$ cat src/bsp_pkg.sv
// Shared constants and types for the blit status and pipeline block
package bsp_pkg;

    // ------------------------------------------------------------
    // Widths and field positions
    // ------------------------------------------------------------
    localparam int DW          = 16;
    localparam int WORDS_W     = 17;
    localparam int RB_BUSY_BIT = 14;
    localparam int RB_NZ_BIT   = 13;
    localparam int SIZE_H_LSB  = 6;
    localparam int SIZE_H_W    = 10;
    localparam int SIZE_W_W    = 6;

    // Channel-use code bit positions in control word zero
    localparam int USE_A = 3;
    localparam int USE_B = 2;
    localparam int USE_C = 1;
    localparam int USE_D = 0;

    // ------------------------------------------------------------
    // Reset values and bus slot channel codes
    // ------------------------------------------------------------
    localparam logic [DW-1:0] RB_RESET = 16'h0000;
    localparam logic [1:0]    CH_A     = 2'h0;
    localparam logic [1:0]    CH_B     = 2'h1;
    localparam logic [1:0]    CH_C     = 2'h2;
    localparam logic [1:0]    CH_D     = 2'h3;

    typedef enum logic [4:0] {
        ST_IDLE  = 5'b00001,
        ST_SRC   = 5'b00010,
        ST_TAIL  = 5'b00100,
        ST_FLUSH = 5'b01000,
        ST_LAST  = 5'b10000
    } bsp_state_t;

endpackage

$ cat src/bsp_pipe_if.sv
// Carrier between the slot sequencer and the two-stage data pipeline
`timescale 1ns/1ps
interface bsp_pipe_if;
    import bsp_pkg::*;
    logic          clr;
    logic          push;
    logic          src_valid;
    logic [DW-1:0] a;
    logic [DW-1:0] b;
    logic [DW-1:0] c;
    logic [7:0]    lf;
    logic [DW-1:0] dest;
    logic          nonzero;
    logic          s1_valid;

    modport eng  (output clr, push, src_valid, a, b, c, lf, input dest, nonzero, s1_valid);
    modport pipe (input clr, push, src_valid, a, b, c, lf, output dest, nonzero, s1_valid);
endinterface

$ cat src/bsp_pipe.sv
// Two-stage data pipeline: logic combination, then zero detect
`timescale 1ns/1ps
module bsp_pipe (
    input  wire logic   clk,
    input  wire logic   rst,
    bsp_pipe_if.pipe    pif
);
    import bsp_pkg::*;

    logic [DW-1:0] comb;
    logic [DW-1:0] s1_res_reg;
    logic          s1_valid_reg;
    logic [DW-1:0] s2_res_reg;
    logic          nz_reg;

    // ------------------------------------------------------------
    // Stage one: per-bit minterm select
    // ------------------------------------------------------------
    genvar gi;
    generate
        for (gi = 0; gi < DW; gi++) begin : g_bit
            assign comb[gi] = pif.lf[{pif.a[gi], pif.b[gi], pif.c[gi]}];
        end
    endgenerate

    // A bubble push drains the last set into stage two
    always_ff @(posedge clk or posedge rst) begin
        if (rst) begin
            s1_res_reg   <= 16'h0000;
            s1_valid_reg <= 1'b0;
        end else if (pif.clr) begin
            s1_res_reg   <= 16'h0000;
            s1_valid_reg <= 1'b0;
        end else if (pif.push) begin
            s1_res_reg   <= comb;
            s1_valid_reg <= pif.src_valid;
        end
    end

    // ------------------------------------------------------------
    // Stage two: output word and zero tracking
    // ------------------------------------------------------------
    always_ff @(posedge clk or posedge rst) begin
        if (rst) begin
            s2_res_reg <= 16'h0000;
        end else if (pif.push) begin
            s2_res_reg <= s1_res_reg;
        end
    end

    // Evaluated whether or not the word is ever written out
    always_ff @(posedge clk or posedge rst) begin
        if (rst) begin
            nz_reg <= 1'b0;
        end else if (pif.clr) begin
            nz_reg <= 1'b0;
        end else if (pif.push && s1_valid_reg && (s1_res_reg != 16'h0000)) begin
            nz_reg <= 1'b1;
        end
    end

    assign pif.dest     = s2_res_reg;
    assign pif.nonzero  = nz_reg;
    assign pif.s1_valid = s1_valid_reg;
endmodule

$ cat src/bsp_engine.sv
// Blit engine status, completion signalling and bus slot sequencing
`timescale 1ns/1ps

// Contract
// - Writing the size register launches a blit, so all other setup must come first.
// - The engine never stalls the host; it only requests bus slots of its own.
// - Bit 14 of the readback word reads one while a blit is in progress.
// - In original mode busy rises only once the first memory slot is granted.
// - In later mode busy rises at once on the size register write.
// - Each finished blit sets a sticky completion flag, which interrupts when enabled.
// - The engine tracks whether every computed destination bit was zero, even without D.
// - The nonzero result reads at bit 13 of the readback word and is valid after completion.
// - Data passes two pipeline stages, combination then zero detect, one set per push.
// - Two source sets are fetched before the first destination word is written, except in a one-word blit, which fetches one.
// - The channel-use code sets the slot pattern, with writes lagging and a trailing write.
// - The slot order is typical only; slots wait on grants and shift with contention.
module bsp_engine (
    input  wire logic                   CLK_SYS,
    input  wire logic                   RST,
    input  wire logic                   BLIT_SIZE_WR,
    input  wire logic [bsp_pkg::DW-1:0] BLIT_SIZE_DATA,
    input  wire logic [3:0]             CTRL_WORD0_USE,
    input  wire logic [7:0]             CTRL_WORD0_LF,
    input  wire logic                   EARLY_BUSY,
    input  wire logic                   BUS_GRANT,
    input  wire logic [bsp_pkg::DW-1:0] SRC_RDATA,
    input  wire logic                   IRQ_ENABLE,
    input  wire logic                   IRQ_FLAG_CLR,
    output logic                        BUS_REQ,
    output logic                        SLOT_VALID,
    output logic [1:0]                  SLOT_CHAN,
    output logic                        SLOT_WRITE,
    output logic [bsp_pkg::DW-1:0]      SLOT_WDATA,
    output logic [bsp_pkg::DW-1:0]      DMA_CTRL_READBACK,
    output logic                        BLIT_DONE_FLAG,
    output logic                        BLIT_IRQ
);
    import bsp_pkg::*;

    bsp_pipe_if pif ();

    bsp_state_t         state_reg;
    bsp_state_t         state_next;
    logic [2:0]         rem_reg;
    logic [2:0]         rem_next;
    logic [WORDS_W-1:0] word_reg;
    logic [WORDS_W-1:0] word_next;
    logic [WORDS_W-1:0] total_reg;
    logic [3:0]         use_reg;
    logic [7:0]         lf_reg;
    logic [DW-1:0]      a_reg;
    logic [DW-1:0]      b_reg;
    logic [DW-1:0]      c_reg;
    logic               req_reg;
    logic               got_grant_reg;
    logic               flag_reg;
    logic               flag_next;
    logic               launch;
    logic               grant_ok;
    logic               last_word;
    logic               push;
    logic               src_valid;
    logic               done;
    logic               wr_issue;
    logic [1:0]         src_ch;
    logic [SIZE_H_W:0]  h_words;
    logic [SIZE_W_W:0]  w_words;
    logic [1:0]         push_cnt_reg;

    // ------------------------------------------------------------
    // Helpers
    // ------------------------------------------------------------
    // Lowest pending source in A, B, C order
    function automatic logic [1:0] first_src(input logic [2:0] rem);
        if (rem[2]) begin
            return CH_A;
        end else if (rem[1]) begin
            return CH_B;
        end
        return CH_C;
    endfunction

    function automatic logic needs_slot(input bsp_state_t st, input logic [2:0] rem,
                                        input logic [WORDS_W-1:0] wd, input logic d_on);
        return ((st == ST_SRC) && (rem != 3'b000)) || ((st == ST_TAIL) && (wd != '0))
            || ((st == ST_LAST) && d_on);
    endfunction

    // Zero in a size field means the largest count
    assign h_words  = (BLIT_SIZE_DATA[DW-1:SIZE_H_LSB] == '0) ? 11'h400
                                                          : {1'b0, BLIT_SIZE_DATA[DW-1:SIZE_H_LSB]};
    assign w_words  = (BLIT_SIZE_DATA[SIZE_W_W-1:0] == '0) ? 7'h40
                                                         : {1'b0, BLIT_SIZE_DATA[SIZE_W_W-1:0]};
    assign launch    = BLIT_SIZE_WR && (state_reg == ST_IDLE);
    assign grant_ok  = req_reg && BUS_GRANT;
    assign last_word = (word_reg == total_reg - 17'h0_0001);
    assign src_ch    = first_src(rem_reg);

    // ------------------------------------------------------------
    // Slot sequencer
    // ------------------------------------------------------------
    always_comb begin
        state_next = state_reg;
        rem_next   = rem_reg;
        word_next  = word_reg;
        push       = 1'b0;
        src_valid  = 1'b1;
        done       = 1'b0;
        wr_issue   = 1'b0;
        case (state_reg)
            ST_IDLE: begin
                if (launch) begin
                    state_next = ST_SRC;
                    rem_next   = CTRL_WORD0_USE[USE_A:USE_C];
                    word_next  = '0;
                end
            end
            ST_SRC: begin
                if (rem_reg == 3'b000) begin
                    push = 1'b1;
                    if (use_reg[USE_D]) begin
                        state_next = ST_TAIL;
                    end else if (last_word) begin
                        state_next = ST_FLUSH;
                    end else begin
                        word_next = word_reg + 17'h0_0001;
                        rem_next  = use_reg[USE_A:USE_C];
                    end
                end else if (grant_ok) begin
                    rem_next = rem_reg & ~(3'b100 >> src_ch);
                end
            end
            ST_TAIL: begin
                // Word zero leaves an idle slot: no destination is ready yet
                if (word_reg == '0 || grant_ok) begin
                    wr_issue = (word_reg != '0);
                    if (last_word) begin
                        state_next = ST_FLUSH;
                    end else begin
                        state_next = ST_SRC;
                        word_next  = word_reg + 17'h0_0001;
                        rem_next   = use_reg[USE_A:USE_C];
                    end
                end
            end
            ST_FLUSH: begin
                push       = 1'b1;
                src_valid  = 1'b0;
                state_next = ST_LAST;
            end
            ST_LAST: begin
                if (!use_reg[USE_D] || grant_ok) begin
                    wr_issue   = use_reg[USE_D];
                    done       = 1'b1;
                    state_next = ST_IDLE;
                end
            end
            default: begin
                state_next = ST_IDLE;
            end
        endcase
    end

    always_ff @(posedge CLK_SYS or posedge RST) begin
        if (RST) begin
            state_reg <= ST_IDLE;
            rem_reg   <= 3'b000;
            word_reg  <= '0;
            req_reg   <= 1'b0;
        end else begin
            state_reg <= state_next;
            rem_reg   <= rem_next;
            word_reg  <= word_next;
            // A request only, the host side keeps running meanwhile
            req_reg   <= needs_slot(state_next, rem_next, word_next,
                                    launch ? CTRL_WORD0_USE[USE_D] : use_reg[USE_D]);
        end
    end

    // Setup is captured at launch, so later host writes cannot disturb a blit
    always_ff @(posedge CLK_SYS or posedge RST) begin
        if (RST) begin
            use_reg   <= 4'h0;
            lf_reg    <= 8'h00;
            total_reg <= '0;
        end else if (launch) begin
            use_reg   <= CTRL_WORD0_USE;
            lf_reg    <= CTRL_WORD0_LF;
            total_reg <= WORDS_W'(h_words) * WORDS_W'(w_words);
        end
    end

    always_ff @(posedge CLK_SYS or posedge RST) begin
        if (RST) begin
            a_reg <= 16'h0000;
            b_reg <= 16'h0000;
            c_reg <= 16'h0000;
        end else if (state_reg == ST_SRC && rem_reg != 3'b000 && grant_ok) begin
            if (src_ch == CH_A) begin
                a_reg <= SRC_RDATA;
            end
            if (src_ch == CH_B) begin
                b_reg <= SRC_RDATA;
            end
            if (src_ch == CH_C) begin
                c_reg <= SRC_RDATA;
            end
        end
    end

    // ------------------------------------------------------------
    // Bus slot outputs
    // ------------------------------------------------------------
    always_ff @(posedge CLK_SYS or posedge RST) begin
        if (RST) begin
            SLOT_VALID <= 1'b0;
            SLOT_CHAN  <= CH_A;
            SLOT_WRITE <= 1'b0;
            SLOT_WDATA <= 16'h0000;
        end else begin
            SLOT_VALID <= (state_reg == ST_SRC && rem_reg != 3'b000 && grant_ok) || wr_issue;
            SLOT_CHAN  <= wr_issue ? CH_D : src_ch;
            SLOT_WRITE <= wr_issue;
            SLOT_WDATA <= pif.dest;
        end
    end

    assign BUS_REQ = req_reg;

    // ------------------------------------------------------------
    // Status, completion flag and interrupt
    // ------------------------------------------------------------
    always_ff @(posedge CLK_SYS or posedge RST) begin
        if (RST) begin
            got_grant_reg <= 1'b0;
        end else if (launch || done) begin
            // Cleared on finish too, so a later blit never inherits the last grant
            got_grant_reg <= 1'b0;
        end else if (grant_ok) begin
            got_grant_reg <= 1'b1;
        end
    end

    // Set beats clear so a finish is never lost
    assign flag_next = done | (flag_reg & ~IRQ_FLAG_CLR);

    always_ff @(posedge CLK_SYS or posedge RST) begin
        if (RST) begin
            flag_reg          <= 1'b0;
            BLIT_IRQ          <= 1'b0;
            DMA_CTRL_READBACK <= RB_RESET;
        end else begin
            flag_reg <= flag_next;
            BLIT_IRQ <= flag_next & IRQ_ENABLE;
            DMA_CTRL_READBACK <= RB_RESET;
            // Busy derives from next state, so it drops in the finishing cycle
            DMA_CTRL_READBACK[RB_BUSY_BIT] <= (state_next != ST_IDLE)
                && (EARLY_BUSY || got_grant_reg || grant_ok);
            DMA_CTRL_READBACK[RB_NZ_BIT] <= pif.nonzero;
        end
    end

    assign BLIT_DONE_FLAG = flag_reg;

    // ------------------------------------------------------------
    // Pipeline
    // ------------------------------------------------------------
    assign pif.clr       = launch;
    assign pif.push      = push;
    assign pif.src_valid = src_valid;
    assign pif.a         = a_reg;
    assign pif.b         = b_reg;
    assign pif.c         = c_reg;
    assign pif.lf        = lf_reg;

    bsp_pipe u_pipe (
        .clk (CLK_SYS),
        .rst (RST),
        .pif (pif)
    );

    // Valid pushes since launch, saturating at two
    always_ff @(posedge CLK_SYS or posedge RST) begin
        if (RST) begin
            push_cnt_reg <= 2'h0;
        end else if (launch) begin
            push_cnt_reg <= 2'h0;
        end else if (push && src_valid && push_cnt_reg != 2'h2) begin
            push_cnt_reg <= push_cnt_reg + 2'h1;
        end
    end
endmodule

$ cat config.mk
export PLATFORM = sky130hd
export DESIGN_NAME = bsp_engine
export DESIGN_NICKNAME = d
export VERILOG_FILES = /design/src/bsp_pkg.sv /design/src/bsp_pipe_if.sv /design/src/bsp_pipe.sv /design/src/bsp_engine.sv
export SDC_FILE = /design/constraint.sdc
export NUM_CORES = 1
export LEC_CHECK = 0
export ABC_AREA = 1
export BUFFER_PORTS_ARGS = -buffer_cell sky130_fd_sc_hd__buf_2
export CORE_MARGIN = 2
export CORE_UTILIZATION = 56
export DETAILED_ROUTE_END_ITERATION = 8
export PLACE_DENSITY = 0.89
export SETUP_SLACK_MARGIN = 0.2
export SLEW_MARGIN = 20
export SYNTH_ARGS = -nofsm -noshare
export SYNTH_HDL_FRONTEND = slang
export SYNTH_SLANG_ARGS = --single-unit
$ cat constraint.sdc
create_clock -name CLK_SYS -period 4.8 [get_ports CLK_SYS]
set_clock_uncertainty 0.05 [all_clocks]
set_input_delay 0.72 -clock CLK_SYS [delete_from_list [all_inputs] [get_ports CLK_SYS]]
set_output_delay 0.72 -clock CLK_SYS [all_outputs]
set_load 0.02 [all_outputs]
[Word-level counts from Yosys, hierarchy flattened]
Index checks and enable logic that the tools add are counted.
Word-level totals
  bits in registers: 162
  input port bits: 51
  output and inout bits: 39
  logic and storage cells: 173
Operators by class
  add/subtract/negate cells: 2
  multiply operators: 1
  $lt $le $gt $ge: 16
  equal/unequal tests: 12
  shift-type cells: 1
  muxes and demuxes: 78
  bitwise operators: 6
  reductions and logical operators: 35
Operator list (number)
  17-bit 2-to-1 mux: 5
  3-bit by 4-bit less-than comparator with 1-bit output, second input constant: 16
  17-bit one-hot mux with 3 select lines: 1
  1-bit binary-select mux with 3-bit select: 16
  17-bit nonzero test: 2
  16-bit 2-to-1 mux: 2
  1-bit 2-to-1 mux: 31
  5-bit 2-to-1 mux: 6
  5-bit one-hot mux with 5 select lines: 1
  3-bit 2-to-1 mux: 6
  17-bit by 1-bit adder with 17-bit output, second input constant: 1
  17-bit equality test: 1
  17-bit zero test: 1
  11-bit by 7-bit multiplier with 17-bit output: 1
  17-bit by 1-bit subtractor with 17-bit output, second input constant: 1
  16-bit nonzero test: 1
  11-bit 2-to-1 mux: 1
  5-bit by 2-bit equality test with 1-bit output, second input constant: 2
  5-bit by 3-bit equality test with 1-bit output, second input constant: 2
  5-bit equality test, second input constant: 2
  1-bit logical AND: 10
  10-bit zero test: 1
  3-bit one-hot mux with 3 select lines: 1
  1-bit logical OR: 8
  other kinds (22): 32

[Logic depth before layout (Yosys ltp)]
  depth in word-level cells: 13
  mapped depth: 23

[Cells and area by module]
Synthesis repeated with hierarchy kept, for this count alone.
Second synthesis, totals
  cell total of the unflattened synthesis: 1698
  area, all modules: 12020.3 um^2
By module, submodules not included
  bsp_engine: times used 1, cells each 1256, area an instance 9370.2 um^2
  bsp_pipe: times used 1, cells each 442, area an instance 2650.0 um^2

[Least setup slack after synthesis]
OpenSTA, ideal clock, no wires.
  path kind: input-to-reg
  start point: input BLIT_SIZE_DATA[1] (netlist bit)
  end point: register total_reg[16]
  arrival time: 4680 ps
  data required time: 4616 ps
  path slack: -64 ps
  stages: 23
  path buffers: 1
  cell sequence: clkbuf_1 -> nand2_1 -> fa_1 -> inv_1 -> ha_1 -> inv_1 -> fa_1 -> fa_1 -> inv_1 -> ha_1 -> a21oi_1 -> nand2_1 -> nand2_1 -> nand2_1 -> a21oi_1 -> o21ai_0 -> a21boi_0 -> o21ai_0 -> nand2_1 -> nand2_1 -> a21oi_1 -> xnor2_1 -> o21ai_0
Between the ends
  word-level cells in the longest chain between the ends: 3
Ends and longest elaborated chain
  from (decl): line bsp_engine.sv:21  | input wire logic [bsp_pkg::DW-1:0] BLIT_SIZE_DATA,
  6-bit zero test: line bsp_engine.sv:92  | assign w_words = (BLIT_SIZE_DATA[SIZE_W_W-1:0] == '0) ? 7'h40
  7-bit 2-to-1 mux (*): line bsp_engine.sv:92
  11-bit by 7-bit multiplier with 17-bit output (*): line bsp_engine.sv:189  | total_reg <= WORDS_W'(h_words) * WORDS_W'(w_words);
  to (signal assigned): line bsp_engine.sv:189
  to (decl): line bsp_engine.sv:48  | logic [WORDS_W-1:0] total_reg;
Every way passes the cells marked *; elsewhere a longest branch is shown, timed or not.
A chain may end at the register's enable or synchronous reset.

[Final worst setup path]
Ends and elaborated chain as after synthesis.

==> impl_metrics.env <==
export IMPL_clockPowerShare_pct=19.2
export IMPL_crit_path_end_kind="register"
export IMPL_dp_hpwl_um=20300
export IMPL_finalSetupViolCount=0
export IMPL_min_period_ns=4.46
export IMPL_p_sw_share_pct=45.6
export IMPL_io_pins=90
export IMPL_maxSlewViolCount=0
export IMPL_gp_congestion=0.917
export IMPL_hold_path_class="register to register"
export IMPL_grt_pass1_wl_um=47900
export IMPL_internal_power_mw=3.83
export IMPL_fmax_ghz=0.224
export IMPL_insertion_delay_ns=0.43
export IMPL_antenna_found_initial=0
export IMPL_nets=1784
export IMPL_p_seq_share_pct=34.8
export IMPL_cts_sinks=162
export IMPL_portBuffers=75
export IMPL_coreArea_um2=20200
export IMPL_worstPathArrival_ns=4.71
export IMPL_hold_viol=0
export IMPL_drc=0
export IMPL_wire_per_inst_um=14.9
export IMPL_synth_top_area_cell="dfrtp_1"
export IMPL_h_tree_depth=4
export IMPL_clockBufferDepth=2
export IMPL_synthFlopType="dfrtp_1"
export IMPL_relSlewSlack_pct=27.7
export IMPL_synthTopCellsByCount="nand2_1, inv_1, nor2_1, o21ai_0, dfrtp_1"
export IMPL_rsz0062_at_grt="false"
export IMPL_synth_edff_count=0
export IMPL_cpPeakStageDelay_ns=0.55
export IMPL_worst_path_max_delay_cell="fa_1"
export IMPL_hold_ws_ns=0.330
export IMPL_yosysUniqueCellTypes=48
export IMPL_totalPowerFinal_mw=7.03
export IMPL_synth_top_area_share_pct=35.1
export IMPL_ys_async_sr_fraction_pct=100
export IMPL_p_per_area_nw_per_um2=542
export IMPL_vdd_drop_max_mv=0.257
export IMPL_dieArea_um2=21600
export IMPL_crit_path_start_kind="primary input"
export IMPL_final_area_um2=13000
export IMPL_path_clk_slew_ns=0.06
export IMPL_diodes=0
export IMPL_area_growth_pct=13.2
export IMPL_root_buffer="clkbuf_16"
export IMPL_ys_seq_elements=162
export IMPL_first_pass_iters=6
export IMPL_rows=52
export IMPL_p_leak_nw=6.98
export IMPL_grt_overflow=0
export IMPL_numCtsBuffers=17
export IMPL_combPwrFrac_pct=46.0
export IMPL_period_share_pct=92.9
export IMPL_drt_iter0_markers=898
export IMPL_fin_util_pct=64.3
export IMPL_placedInstanceArea_um2=12200
export IMPL_outcome="finished clean"
export IMPL_ys_seq_area_share_pct=35.4
export IMPL_ys_warn_count=0
export IMPL_syn_area_um2=11500
export IMPL_cp_required_ns=5.05
export IMPL_crit_chain="buf_4 > nor2_2 > nand3_2 > inv_2 > nand2_1 > fa_1 > fa_1 > fa_1 > inv_1 > fa_1 > ha_4 > nand2_1 > nand2_1 > a21oi_2 > o21ai_2 > a21boi_2 > o21ai_1 > nand2_1 > nand2_1 > a21oi_2 > xnor2_1 > o21ai_0"
export IMPL_hold_buffers=0
export IMPL_die_w_um=147
export IMPL_drive_gt1_share_pct=12.9
export IMPL_path_common_cell="nand2_1"
export IMPL_netlist_top_cells_area="dfrtp_1, nand2_1, inv_1, fa_1, o21ai_0"
export IMPL_crit_fanout=4
export IMPL_grt_use_total_pct=27.2
export IMPL_antenna_left=0
export IMPL_synth_most_common_cell="nand2_1"
export IMPL_start_util_pct=56.8
export IMPL_wl_um=28700
export IMPL_drv_cap=0
export IMPL_grt_pass1_vias=10212
export IMPL_post_drt_via_cell_ratio=5.48
export IMPL_grt_max_degree=163
export IMPL_worst_pin_slew_ns=1.08
export IMPL_netlist_instances=1585
export IMPL_switchingPower_mw=3.20
export IMPL_vias=10607
export IMPL_path_class="primary input to register"
export IMPL_die_height_um=147
export IMPL_cts_tree="built"
export IMPL_synth_area_per_cell_um2=7.23
==> routing by layer <==
layer | track usage (%) | vias up | wire length, um
li1 | - | 5112 | -
met1 | 35.4 | 5013 | 11900
met2 | 45.4 | 403 | 14200
met3 | 5.09 | 79 | 1880
met4 | 10.2 | 0 | 755
met5 | 0 | - | 0
==> layout make-up <==
| type | instances | area [um^2] |
|---|---|---|
| fill | 1655 | 7200 |
| multi-input combinational | 1108 | 6360 |
| sequential | 162 | 4060 |
| inverter | 255 | 961 |
| timing repair buffer | 109 | 667 |
| clock buffer | 20 | 467 |
| tap | 270 | 338 |
| clock inverter | 11 | 120 |
==> stage by stage <==
step / TNS [ns] / std cells / setup WS, ns
final: 0 / 1935 / 0.339
after global routing: 0 / 1935 / 0.129
after CTS: 0 / 1932 / 0.307
after detailed placement: -0.251 / 1901 / -0.134
after global placement: -0.0390 / 1901 / -0.0384
after floorplan: 0 / 1598 / 0.206
==> power groups by stage <==
stage	Clock (mW)	Sequential (mW)	Combinational, mW
after CTS	1.36	2.42	3.07
final	1.35	2.45	3.23
after global placement	0	2.42	2.92
after detailed placement	0	2.44	3.04
after floorplan	0	2.28	2.29
after global routing	1.43	2.51	3.65
==> logic make-up after synthesis <==
kind of cell,Yosys count,synth area share (%)
adder cells (fa/ha/maj),80,11.5
AND/OR/NAND/NOR,726,26.7
flip-flops,162,35.4
AO/OA/AOI/OAI,260,12.7
other,1,0.0327
XOR/XNOR,28,2.14
buffers and inverters,328,11.5
==> worst paths after layout <==
kind	start	to	slack [ns]	depth (start not counted)
worst max-delay path	BLIT_SIZE_DATA[1]	total_reg[16]	0.34	22
worst min register to register	u_pipe.pif.dest[0]	SLOT_WDATA[0]	0.33	0
min in group asynchronous	RST	SLOT_WDATA[1]	0.49	3
max in group asynchronous	RST	total_reg[4]	3.61	3
worst min-delay path	u_pipe.pif.dest[0]	SLOT_WDATA[0]	0.33	0
worst max register to register	total_reg[0]	BUS_REQ	1.20	17
==> cell usage in the layout, fill, tap and decap left out, types with 3 or more instances in the layout <==
cell        Yosys  layout
xnor2_1        12      12
o21ai_0       165     161
nand3_1        65      63
nand3_2         2       4
buf_6           1       3
o221ai_1       16      16
inv_1         252     244
nand2_1       406     402
ha_1           37      29
buf_2           4      70
clkinvlp_4      0       3
o21ai_2         0       3
fa_1           43      43
o22ai_1         4       4
clkbuf_16       0      17
dfrtp_1       161     161
a21oi_2         3       8
a21oi_1        40      35
xor2_1         16      16
ha_4            0       8
nor4_1          9       7
conb_1          1      14
nor3_1         17      15
nor2_2          3       8
buf_4          14      34
nor2_1        180     174
inv_2           2       9
nand4_1        21      21
clkinv_4        0       3
inv_6           0       3
nor2_4          4       5
clkbuf_8        1       3
o31ai_1        19      19
nand2_2         8      12
==> critical path: cells and delay by family <==
| kind | cells | cell delay (ns) |
|---|---|---|
| fa+ha+maj | 5 | 2.22 |
| compound gates | 6 | 0.81 |
| simple gates | 7 | 0.57 |
| buf+inv | 3 | 0.27 |
| xor+xnor | 1 | 0.13 |
==> repair_timing <==
item / 4_1_cts / 5_1_grt
setup endpoints to repair: 0 / 5
setup buffers: 0 / 3
gates resized for setup: 0 / 41
(Power assumes the default switching activity.)
